### config.mk
export PLATFORM = sky130hd
export DESIGN_NAME = dcb_diff_clock_buffer
export DESIGN_NICKNAME = d
export VERILOG_FILES = /design/src/dcb_diff_clock_buffer.v
export VERILOG_INCLUDE_DIRS = /design/src
export SDC_FILE = /design/constraint.sdc
export NUM_CORES = 1
export LEC_CHECK = 0
export ABC_AREA = 1
export ABC_CLOCK_PERIOD_IN_PS = 1800
export BUFFER_PORTS_ARGS = -buffer_cell sky130_fd_sc_hd__buf_4
export CORE_UTILIZATION = 49
export CTS_CLUSTER_DIAMETER = 120
export DETAILED_ROUTE_END_ITERATION = 12
export GPL_TIMING_DRIVEN = 1
export HOLD_SLACK_MARGIN = 0.12
export PLACE_DENSITY = 0.87
export SETUP_SLACK_MARGIN = 0.5
export SLEW_MARGIN = 20
export SYNTH_ARGS = -nofsm -noshare
export SYNTH_HDL_FRONTEND = slang
export SYNTH_SLANG_ARGS = --single-unit
### constraint.sdc
create_clock -name clk -period 1.8 [get_ports clk]
set_clock_uncertainty 0.15 [all_clocks]
set_input_delay 0.36 -clock clk [delete_from_list [all_inputs] [get_ports clk]]
set_output_delay 0.36 -clock clk [all_outputs]
set_load 0.02 [all_outputs]
### src/dcb_regs.vh
`ifndef DCB_REGS_VH
`define DCB_REGS_VH
// Register byte addresses
`define DCB_CTRL_ADDR    4'h0
`define DCB_OE_LO_ADDR   4'h4
`define DCB_OE_HI_ADDR   4'h8
`define DCB_STAT_ADDR    4'hC
// Control word fields
`define DCB_FREQ_BIT     0
`define DCB_MODE_LO_BIT  1
`define DCB_MODE_HI_BIT  2
`define DCB_OVRD_BIT     3
`define DCB_RB_LO_BIT    6
`define DCB_RB_HI_BIT    7
`define DCB_CTRL_RST     8'h06
// Enable word bit positions, outputs 0..5
`define DCB_OE0_BIT      1
`define DCB_OE1_BIT      2
`define DCB_OE2_BIT      5
`define DCB_OE3_BIT      6
`define DCB_OE4_BIT      0
`define DCB_OE5_BIT      2
`define DCB_OE_RST       6'h3F
// Tri-level strap codes
`define DCB_TRI_L        2'h0
`define DCB_TRI_M        2'h1
`define DCB_TRI_H        2'h2
// PLL mode codes
`define DCB_PLL_LBW      2'h0
`define DCB_PLL_BYP      2'h1
`define DCB_PLL_HBW      2'h3
// Timing
`define DCB_CLK_MHZ      200
`define DCB_LOCK_US      1800
`define DCB_RESTART_US   300
`define DCB_OE_CLOCKS    4
`define DCB_RESP_OK      2'h0
`define DCB_RESP_ERR     2'h2
`endif

### src/dcb_diff_clock_buffer.v
// Function
// RULE1: Output runs only when its register bit is 1, pin low, power good, clock live.
// RULE2: Register enable bits are active high and reset to enabled.
// RULE3: A disabled output holds both legs low.
// RULE4: Enable pins are active low and asynchronous to every clock.
// RULE5: Pin falling restarts output glitch-free after 4 to 12 clock periods.
// RULE6: Pin rising gives at least four more clocks, stops within 12 periods.
// RULE7: Frequency strap 0 means 133.33 MHz, 1 means 100 MHz; output equals input.
// RULE8: Two tri-level address straps select one of nine bus addresses.
// RULE9: First power-good rise latches straps; afterwards pin acts as power-down.
// RULE10: Two consecutive low samples on clock rises force outputs low at next fall.
// RULE11: Power-down stops outputs first, then oscillator, then power saving; code stops outputs, oscillator and power saving in the same cycle.
// RULE12: Host drives power-down before stopping input clock or power.
// RULE13: Locked outputs appear under 1.8 ms after power good; code spends the full 1.8 ms in the lock window alone.
// RULE14: After power-down release outputs restart within 300 us; code spends the full 300 us in the restart window alone.
// RULE15: PLL strap L, M, H gives low bandwidth, bypass, high; readback 00, 01, 11.
// RULE16: Override bit set makes bits 2:1 replace strap PLL mode.
// RULE17: Readback bits 7:6 always show the strap-latched mode.
// RULE18: Software does a warm reset after changing override mode bits.
// RULE19: Management interface runs at 100 kbps, 400 kbps optional.
// RULE20: Never hold management clock or data low over 10 ms.
// RULE21: In power-down management inputs are high impedance; registers retained.
// RULE22: General call address need not be answered.
// RULE23: Enable and power-down pins pass two flip-flops before use.
`timescale 1ns/1ps
`default_nettype none
`include "dcb_regs.vh"
module dcb_diff_clock_buffer #(
  parameter NUM_OUT    = 6,
  parameter LOCK_CYC   = `DCB_LOCK_US * `DCB_CLK_MHZ - 1,
  parameter RESTART_CYC = `DCB_RESTART_US * `DCB_CLK_MHZ - 1
) (
  // System
  input  wire               clk,
  input  wire               sys_rst,
  // AXI4-Lite write address
  input  wire [3:0]         s_axi_awaddr,
  input  wire               s_axi_awvalid,
  output wire               s_axi_awready,
  // AXI4-Lite write data
  input  wire [31:0]        s_axi_wdata,
  input  wire [3:0]         s_axi_wstrb,
  input  wire               s_axi_wvalid,
  output wire               s_axi_wready,
  // AXI4-Lite write response
  output reg  [1:0]         s_axi_bresp,
  output reg                s_axi_bvalid,
  input  wire               s_axi_bready,
  // AXI4-Lite read address
  input  wire [3:0]         s_axi_araddr,
  input  wire               s_axi_arvalid,
  output wire               s_axi_arready,
  // AXI4-Lite read data
  output reg  [31:0]        s_axi_rdata,
  output reg  [1:0]         s_axi_rresp,
  output reg                s_axi_rvalid,
  input  wire               s_axi_rready,
  // Input reference clock and pins
  input  wire               refClkIn,
  input  wire [NUM_OUT-1:0] outEnableN,
  input  wire               power_good,
  input  wire               freq_select_strap,
  input  wire [1:0]         addr_strap_low,
  input  wire [1:0]         addr_strap_high,
  input  wire [1:0]         pll_bw_strap,
  // Differential outputs
  output reg  [NUM_OUT-1:0] diffClockOutP,
  output reg  [NUM_OUT-1:0] diffClockOutN,
  // Device state
  output reg                oscOn,
  output reg                powerSave,
  output reg                mgmtHiZ,
  output reg  [7:0]         busAddr,
  output reg                freqIs100,
  output wire [1:0]         pllMode,
  output wire               pllBypass
);

  localparam PS_OFF   = 2'h0;
  localparam PS_LOCK  = 2'h1;
  localparam PS_RUN   = 2'h2;
  localparam PS_STOP  = 2'h3;

  // Synchronisers
  reg  [2:0]         refSync_r;
  reg  [NUM_OUT-1:0] oeMeta_r;
  reg  [NUM_OUT-1:0] oeSync_r;
  reg                pgMeta_r;
  reg                pgSync_r;
  reg  [6:0]         strapMeta_r;
  reg  [6:0]         strapSync_r;

  always @(posedge clk) begin
    if (sys_rst) begin
      refSync_r <= 3'h0;
      oeMeta_r  <= {NUM_OUT{1'b1}};
      oeSync_r  <= {NUM_OUT{1'b1}};
      pgMeta_r  <= 1'b0;
      pgSync_r  <= 1'b0;
      strapMeta_r <= 7'h00;
      strapSync_r <= 7'h00;
    end else begin
      refSync_r <= {refSync_r[1:0], refClkIn};
      oeMeta_r  <= outEnableN; // [RULE4]
      oeSync_r  <= oeMeta_r; // [RULE23]
      pgMeta_r  <= power_good;
      pgSync_r  <= pgMeta_r; // [RULE23]
      strapMeta_r <= {freq_select_strap, addr_strap_high, addr_strap_low, pll_bw_strap};
      strapSync_r <= strapMeta_r;
    end
  end

  wire refLevel = refSync_r[1];
  wire refRise  = refSync_r[1] & ~refSync_r[2];
  wire refFall  = ~refSync_r[1] & refSync_r[2];
  wire       freqStrap = strapSync_r[6];
  wire [1:0] addrHigh  = strapSync_r[5:4];
  wire [1:0] addrLow   = strapSync_r[3:2];
  wire [1:0] pllStrap  = strapSync_r[1:0];

  // Registers
  reg  [7:0]         ctrl_r;
  reg  [NUM_OUT-1:0] regEn_r;
  reg                strapDone_r;
  reg  [1:0]         strapMode_r;

  // Strap capture on first power-good rise
  reg                pgPrev_r;

  always @(posedge clk) begin
    if (sys_rst) begin
      pgPrev_r    <= 1'b0;
      strapDone_r <= 1'b0;
      strapMode_r <= `DCB_PLL_LBW;
      freqIs100   <= 1'b0;
      busAddr     <= 8'h00;
    end else begin
      pgPrev_r <= pgSync_r;
      if (pgSync_r && !pgPrev_r && !strapDone_r) begin // [RULE9]
        strapDone_r <= 1'b1;
        freqIs100   <= freqStrap; // [RULE7]
        case (pllStrap) // [RULE15]
          `DCB_TRI_L: strapMode_r <= `DCB_PLL_LBW;
          `DCB_TRI_M: strapMode_r <= `DCB_PLL_BYP;
          default:    strapMode_r <= `DCB_PLL_HBW;
        endcase
        // None of the nine is the general call address [RULE22]
        case ({addrHigh, addrLow}) // [RULE8]
          {`DCB_TRI_L, `DCB_TRI_L}: busAddr <= 8'hD8;
          {`DCB_TRI_L, `DCB_TRI_M}: busAddr <= 8'hDA;
          {`DCB_TRI_L, `DCB_TRI_H}: busAddr <= 8'hDE;
          {`DCB_TRI_M, `DCB_TRI_L}: busAddr <= 8'hC2;
          {`DCB_TRI_M, `DCB_TRI_M}: busAddr <= 8'hC4;
          {`DCB_TRI_M, `DCB_TRI_H}: busAddr <= 8'hC6;
          {`DCB_TRI_H, `DCB_TRI_L}: busAddr <= 8'hCA;
          {`DCB_TRI_H, `DCB_TRI_M}: busAddr <= 8'hCC;
          default:                  busAddr <= 8'hCE;
        endcase
      end
    end
  end

  // PLL mode: override bits win when enabled
  reg  [1:0]         pllMode_r;
  reg                pllBypass_r;
  wire [1:0]         pllMode_nxt = ctrl_r[`DCB_OVRD_BIT] ? // [RULE16]
                                   {ctrl_r[`DCB_MODE_HI_BIT], ctrl_r[`DCB_MODE_LO_BIT]} : strapMode_r;

  always @(posedge clk) begin
    if (sys_rst) begin
      pllMode_r   <= `DCB_PLL_LBW;
      pllBypass_r <= 1'b0;
    end else begin
      pllMode_r   <= pllMode_nxt;
      pllBypass_r <= (pllMode_nxt == `DCB_PLL_BYP); // [RULE15]
    end
  end

  assign pllMode   = pllMode_r;
  assign pllBypass = pllBypass_r;

  // Power sequencing
  reg  [1:0]  pState_r;
  reg  [18:0] pCnt_r;
  reg  [1:0]  pdLowCnt_r;
  reg         pdForce_r;
  reg         warm_r;

  always @(posedge clk) begin
    if (sys_rst) begin
      pState_r   <= PS_OFF;
      pCnt_r     <= 19'h0;
      pdLowCnt_r <= 2'h0;
      pdForce_r  <= 1'b1;
      warm_r     <= 1'b0;
      oscOn      <= 1'b0;
      powerSave  <= 1'b1;
      mgmtHiZ    <= 1'b0;
    end else begin
      case (pState_r)
        PS_OFF: begin
          if (pgSync_r) begin
            oscOn     <= 1'b1;
            powerSave <= 1'b0;
            mgmtHiZ   <= 1'b0;
            pCnt_r    <= warm_r ? RESTART_CYC[18:0] : LOCK_CYC[18:0];
            pState_r  <= PS_LOCK;
          end
        end
        PS_LOCK: begin
          // Lock window lasts 1.8 ms, restart window lasts 300 us
          if (!pgSync_r) begin
            pState_r <= PS_STOP;
          end else if (pCnt_r == 19'h0) begin // [RULE13] [RULE14]
            pdForce_r  <= 1'b0;
            pdLowCnt_r <= 2'h0;
            warm_r     <= 1'b1;
            pState_r   <= PS_RUN;
          end else begin
            pCnt_r <= pCnt_r - 19'h1;
          end
        end
        PS_RUN: begin
          if (refRise) begin
            if (pgSync_r)
              pdLowCnt_r <= 2'h0;
            else if (pdLowCnt_r != 2'h2)
              pdLowCnt_r <= pdLowCnt_r + 2'h1;
          end
          // Two low samples, then park at the next fall
          if (refFall && pdLowCnt_r == 2'h2) begin // [RULE10]
            pdForce_r <= 1'b1;
            pState_r  <= PS_STOP;
          end
        end
        PS_STOP: begin
          // Outputs coming from run park on the same edge that stops the oscillator
          pdForce_r <= 1'b1; // [RULE11]
          oscOn     <= 1'b0;
          powerSave <= 1'b1;
          mgmtHiZ   <= 1'b1; // [RULE21]
          pState_r  <= PS_OFF;
        end
        default: pState_r <= PS_OFF;
      endcase
    end
  end

  // Per-output glitch-free gating
  genvar g;
  generate
    for (g = 0; g < NUM_OUT; g = g + 1) begin : gOut
      reg       run_r;
      reg [3:0] lat_r;
      wire      want = regEn_r[g] & ~oeSync_r[g]; // [RULE1]

      always @(posedge clk) begin
        if (sys_rst) begin
          run_r <= 1'b0;
          lat_r <= 4'h0;
        end else if (pdForce_r) begin
          run_r <= 1'b0;
          lat_r <= 4'h0;
        end else if (want == run_r) begin
          lat_r <= 4'h0;
        end else if (refRise && lat_r != `DCB_OE_CLOCKS) begin
          lat_r <= lat_r + 4'h1; // [RULE6]
        end else if (refFall && lat_r == `DCB_OE_CLOCKS) begin
          run_r <= want; // [RULE5]
          lat_r <= 4'h0;
        end
      end

      always @(posedge clk) begin
        if (sys_rst) begin
          diffClockOutP[g] <= 1'b0;
          diffClockOutN[g] <= 1'b0;
        end else if (run_r && !pdForce_r) begin
          diffClockOutP[g] <= refLevel; // [RULE7]
          diffClockOutN[g] <= ~refLevel;
        end else begin
          diffClockOutP[g] <= 1'b0; // [RULE3]
          diffClockOutN[g] <= 1'b0;
        end
      end
    end
  endgenerate

  // Serial engine sits outside; nothing here holds its lines low [RULE19] [RULE20]
  // AXI4-Lite write path
  wire wrGo = s_axi_awvalid & s_axi_wvalid & ~s_axi_bvalid;
  assign s_axi_awready = wrGo;
  assign s_axi_wready  = wrGo;
  wire [7:0] wb = s_axi_wdata[7:0];
  wire       wrLane = s_axi_wstrb[0];

  always @(posedge clk) begin
    if (sys_rst) begin
      ctrl_r       <= `DCB_CTRL_RST;
      regEn_r      <= `DCB_OE_RST; // [RULE2]
      s_axi_bvalid <= 1'b0;
      s_axi_bresp  <= `DCB_RESP_OK;
    end else begin
      if (s_axi_bvalid && s_axi_bready)
        s_axi_bvalid <= 1'b0;
      if (wrGo) begin
        s_axi_bvalid <= 1'b1;
        s_axi_bresp  <= `DCB_RESP_OK;
        case (s_axi_awaddr)
          `DCB_CTRL_ADDR: begin
            if (wrLane) // [RULE16]
              ctrl_r[3:1] <= wb[3:1];
          end
          `DCB_OE_LO_ADDR: begin
            if (wrLane) begin
              regEn_r[0] <= wb[`DCB_OE0_BIT];
              regEn_r[1] <= wb[`DCB_OE1_BIT];
              regEn_r[2] <= wb[`DCB_OE2_BIT];
              regEn_r[3] <= wb[`DCB_OE3_BIT];
            end
          end
          `DCB_OE_HI_ADDR: begin
            if (wrLane) begin
              regEn_r[4] <= wb[`DCB_OE4_BIT];
              regEn_r[5] <= wb[`DCB_OE5_BIT];
            end
          end
          `DCB_STAT_ADDR: s_axi_bresp <= `DCB_RESP_OK;
          default:        s_axi_bresp <= `DCB_RESP_ERR;
        endcase
      end
    end
  end

  // AXI4-Lite read path
  assign s_axi_arready = ~s_axi_rvalid;
  reg [31:0] rdNxt;
  reg        rdErr;

  always @* begin
    rdNxt = 32'h0;
    rdErr = 1'b0;
    case (s_axi_araddr)
      `DCB_CTRL_ADDR: begin
        rdNxt[`DCB_FREQ_BIT] = freqIs100;
        rdNxt[3:1] = ctrl_r[3:1];
        rdNxt[`DCB_RB_HI_BIT] = strapMode_r[1]; // [RULE17]
        rdNxt[`DCB_RB_LO_BIT] = strapMode_r[0]; // [RULE17]
      end
      `DCB_OE_LO_ADDR: begin
        rdNxt[`DCB_OE0_BIT] = regEn_r[0];
        rdNxt[`DCB_OE1_BIT] = regEn_r[1];
        rdNxt[`DCB_OE2_BIT] = regEn_r[2];
        rdNxt[`DCB_OE3_BIT] = regEn_r[3];
      end
      `DCB_OE_HI_ADDR: begin
        rdNxt[`DCB_OE4_BIT] = regEn_r[4];
        rdNxt[`DCB_OE5_BIT] = regEn_r[5];
      end
      `DCB_STAT_ADDR: begin
        rdNxt[7:0] = busAddr;
        rdNxt[8]   = strapDone_r;
        rdNxt[9]   = ~pdForce_r;
        rdNxt[10]  = oscOn;
        rdNxt[11]  = powerSave;
        rdNxt[13:12] = pllMode;
      end
      default: rdErr = 1'b1;
    endcase
  end

  always @(posedge clk) begin
    if (sys_rst) begin
      s_axi_rvalid <= 1'b0;
      s_axi_rdata  <= 32'h0;
      s_axi_rresp  <= `DCB_RESP_OK;
    end else begin
      if (s_axi_rvalid && s_axi_rready)
        s_axi_rvalid <= 1'b0;
      if (s_axi_arvalid && !s_axi_rvalid) begin
        s_axi_rvalid <= 1'b1;
        s_axi_rdata  <= rdNxt;
        s_axi_rresp  <= rdErr ? `DCB_RESP_ERR : `DCB_RESP_OK;
      end
    end
  end

endmodule
`default_nettype wire

Word level (Yosys, flattened, before mapping)
Memories as Yosys holds them, arrays and structs flattened. A register that Yosys moved wholly into a read port is not among the register bits.
Index checks and enable logic that the tools add are counted.
- bits in read-only memories: 64
- memories: 1
- output and inout port bits: 68
- word-level logic and storage cells: 269
- register bits after elaboration: 146
- input port bits: 66
- memories (name ; depth ; width ; read ports ; clocked after Yosys merged registers in ; write ports ; RTL line ; text):
    (name not given) ; 16 ; 4 ; 1 ; 1 ; 0 ; dcb_diff_clock_buffer.v:148 ; case ({addrHigh, addrLow})
- reduce and logical (&&, ||, !) cells: 75
- mux-type cells: 53
- eq/ne operators: 39
- bitwise operators: 39
- $add $sub $neg: 8
- operators with widths (cell ; number):
    2-to-1 mux 19 bit ; 4
    2-to-1 mux 4 bit ; 12
    case mux 19 bit (2 select lines) ; 1
    AND reduction 3 bit ; 11
    == test 4 x 3 -> 1 bit, second input constant ; 8
    inverter 1 bit ; 29
    adder 4 x 1 -> 4 bit, second input constant ; 6
    logical AND 1 bit ; 24
    2-to-1 mux 2 bit ; 12
    != test 4 x 3 -> 1 bit, second input constant ; 6
    nonzero test 2 bit ; 11
    zero test 19 bit ; 1
    subtractor 19 x 1 -> 19 bit, second input constant ; 1
    OR reduction 3 bit ; 6
    == test 4 bit, second input constant ; 4
    != test 2 bit, second input constant ; 7
    OR reduction 2 bit ; 7
    case mux 1 bit (3 select lines) ; 4
    bitwise AND 1 bit ; 10
    2-to-1 mux 1 bit ; 10
    case mux 1 bit (2 select lines) ; 5
    zero test 4 bit ; 2
    case mux 2 bit (2 select lines) ; 2
    case mux 2 bit (4 select lines) ; 1
    14 further kinds ; 30

Longest topological paths before layout
- word-level depth: 5
- depth in mapped cells: 11
- gate-level depth less buffers: 11

Least setup slack after synthesis
Ideal clock, no wire load.
- path kind: register to register
- from: register pCnt_r[0]
- to: register pCnt_r[15]
- stages on the path, launching flop included: 11
- library setup time: 118 ps
- period minus slack after synthesis: 1709 ps
- path slack: 91 ps
- required time: 1532 ps
- arrival: 1441 ps
- path buffers: 1
- cell sequence: dfxtp_1 inv_1 ha_1 nand2_2 nor2_4 nand3_4 nand2_4 nand2_4 buf_2 o21bai_1 nor2_1
- cells in the longest elaborated chain, start to end: 4
- elaborated cells between the ends (all ways): 7
- those cells by class: add/sub (1); eq/ne (1); mux (3); reduce/logical (2)
- RTL lines (what ; RTL line ; text):
    start, declared ; dcb_diff_clock_buffer.v:184 ; reg [18:0] pCnt_r;
    start signal, assigned ; dcb_diff_clock_buffer.v:206 ; pCnt_r <= warm_r ? RESTART_CYC[18:0] : LOCK_CYC[18:0];
    start signal, assigned ; dcb_diff_clock_buffer.v:220 ; pCnt_r <= pCnt_r - 19'h1;
    subtractor 19 x 1 -> 19 bit ; dcb_diff_clock_buffer.v:220 ;
    2-to-1 mux 19 bit ; dcb_diff_clock_buffer.v:214 ; end else if (pCnt_r == 19'h0) begin
    2-to-1 mux 19 bit ; dcb_diff_clock_buffer.v:212 ; if (!pgSync_r) begin
    case mux 19 bit (2 select lines) ; dcb_diff_clock_buffer.v:200 ; case (pState_r)
Several ways; a longest one is shown, not always the timed one. The select of a mux whose other input is x is not followed.
A chain may end at the register's enable or synchronous reset.

Worst setup path in the final report
- from: register pCnt_r[1]
- to: register pCnt_r[16]
The elaborated chain is that of the path after synthesis.

==> flow_summary.ini <==
[grt]
grt_max_degree = 40
grt_util_all_layers = 0.323
overflow = 0
first_global_vias = 6879
grt_pass1_wl_um = 32800
antenna_found_initial = 0

[cts]
ctsLongestPathBuffers = 2
numCtsBuffers = 17
clk_latency_ps = 450
clock-root-buffer = clkbuf_16
clkTransAtPathRegs_ps = 70
h-tree-depth = 4
cts_tree = built
cts_num_sinks = 140

[sta]
fin_crit_sh = 1.06
hold_viol_final = 0
setup_viol = 4
worst_pin_slew_ps = 535
slew_headroom = 0.643
rsz0062_at_grt = true
fin_crit_ps = 1900
setup_slack_ps = -102
fmax_mhz = 526
slew_violations = 0

[setup_path]
crit_path_max_incr_delay_ps = 340
cp.required_ps = 2030
worstPathArrival_ps = 2130
end_kind = flip-flop
cp-start-kind = flip-flop
crit_chain = inv_2, ha_4, nand2_4, nor2_4, buf_6, buf_6, nand2_1, nand2_1, nand3_2, nand2_1, nor2_2, nor2_1
cp_max_fo = 5
critPathBufInv = 3
cpMostUsedCell = nand2_1
cp_slowest_cell = dfxtp_2
cpLargestDelayFamily = simple AND/OR/NAND/NOR gates
path_class = reg2reg

[layout]
diodes = 0
nets = 1142
utilization = 0.815
multi_input_area_um2 = 3990
instances_no_fill = 1243
regArea_um2 = 2900
drive_above_1_share = 0.508
final_cell_mix = buf_4, nand2_1, inv_1
fillers = 581
area_growth_syn_to_layout_pct = 63.0
layout_commonest_cell = buf_4

[power]
switchingPower_mw = 4.09
vdd_drop_max_v = 0.00112
power_frac_comb = 0.352
seqPwrFrac = 0.324
power_mw = 11.0
clockPowerShare = 0.325
power_density_nw_per_um2 = 1070
leakagePower_nw = 4.37
swShare = 0.374
p_int_mw = 6.86

[floorplan]
core_area_um2 = 12600
start_util = 0.500
fp.dieW_um = 115
die-area_um2 = 13300
core.rowCount = 41
io_pins = 134
die_h_um = 115

[place]
hpwl_um = 9980
place.gp.congestion = 0.914
pre_cts_slack_ps = 99.9
io_buffers = 82
dp.cells = 1098

[synth]
async_flop_share = 0
synthFlopType = dfxtp_1
netlist_area_um2 = 6290
ys_seq_area_frac = 0.446
syn_inst = 847
netlist.area_leader.share = 0.446
yosysTopAreaCell = dfxtp_1
syn_avg_cell_area_um2 = 7.42
yosys.cell_types.count = 42
synthTopCellsByArea = dfxtp_1, nand2_1, inv_1, a21oi_1, nand3_1
ys_warn_count = 0
synth_edf_count = 0
ys_ff_latch = 140

[drt]
drc_errors = 0
vias_per_cell = 6.07
vias = 7545
drt_iter0_markers = 1043
route.detailed.wl_per_inst_um = 21.7
dr.pass1.iters = 7
ant_nets = 0
wirelength_um = 27000

[status]
status = finished with violations
violations = negative setup slack

[job]
max-cap-violations = 0

[hold_path]
hold_path.class = in2reg
==> synthesized netlist by cell type, types with 3 or more instances <==
library cell,number
dfxtp_1,140
nand2_1,132
inv_1,125
nor2_1,92
a21oi_1,71
nand3_1,69
o21ai_0,44
buf_4,27
nor3_1,20
ha_1,18
or2_2,17
clkbuf_1,14
a211oi_1,9
nand4_1,8
o21ai_1,6
nor2_2,5
nand3b_1,4
a21boi_0,3
a31oi_1,3
nand2_2,3
o211a_1,3
o21bai_1,3
o221ai_1,3
==> power groups by stage <==
stage	logic [mW]	clock network [mW]	registers, mW
3_5_place_dp	2.13	0	3.52
6_report	3.85	3.55	3.54
3_3_place_gp	2.09	0	3.51
4_1_cts	2.94	3.43	3.49
2_1_floorplan	1.53	0	3.56
5_1_grt	4.02	3.65	3.55
==> path summary, 6_finish.rpt <==
kind	cells after the start	to	start	slack, ps
worst max-delay path	12	pCnt_r[16]	pCnt_r[1]	-100
worst min-delay path	3	s_axi_bresp[1]	s_axi_awaddr[1]	130
worst max register to register	12	pCnt_r[16]	pCnt_r[1]	-100
worst min register to register	2	pgSync_r	pgMeta_r	240
==> registers in the layout, indices dropped and copies added, names as in the netlist, 3 cells and up <==
name	cells
gOut.lat_r	24
pCnt_r	19
s_axi_rdata	14
strapMeta_r	7
strapSync_r	7
diffClockOutN	6
diffClockOutP	6
gOut.run_r	6
oeMeta_r	6
oeSync_r	6
regEn_r	6
busAddr	5
ctrl_r	3
refSync_r	3
==> through the flow <==
stage                     hold WS [ps]  instance area (um^2)  setup TNS, ps
after detailed placement           244                  7240              0
after global placement             235                  7240              0
after global routing               140                 10200           -645
after CTS                          102                  9410              0
final                              127                 10200           -201
after floorplan                    229                  6570              0
==> cell type report <==
class                      count  share of cell area
clock buffer                  19              0.0432
sequential                   140               0.283
timing repair buffer         214               0.196
inverter                     128              0.0535
timing repair inverter         1            0.000855
clock inverter                13              0.0128
tap                          172              0.0210
multi-input combinational    556               0.389
==> layer usage <==
metal | part of all wire | global-route usage | vias up
met5 | 0 | 0 | -
met4 | 0.085 | 0.223 | 0
met3 | 0.094 | 0.100 | 262
met2 | 0.50 | 0.577 | 681
met1 | 0.33 | 0.322 | 3473
li1 | - | - | 3129
==> cells by family after synthesis <==
logic type               synth area share
XOR/XNOR                          0.00418
buffers and inverters               0.122
other                            0.000597
adder cells (fa/ha/maj)            0.0358
flip-flops                          0.446
AND/OR/NAND/NOR                     0.261
AO/OA/AOI/OAI                       0.131
==> worst reg2reg max path: stages (launching register included) <==
cell	delay [ps]
dfxtp_2	340
inv_2	80
ha_4	150
nand2_4	80
nor2_4	170
buf_6	130
buf_6	110
nand2_1	90
nand2_1	120
nand3_2	90
nand2_1	130
nor2_2	70
nor2_1	120
==> timing repair <==
action	CTS	global route
setup endpoints to repair	136	138
gates resized for setup	282	162
pin swaps	52	52
hold buffers	24	0
setup buffers	54	31
endpoints found under the hold margin	31	0
cloned	3	1
Note: power is estimated with default switching activity, not from simulation.
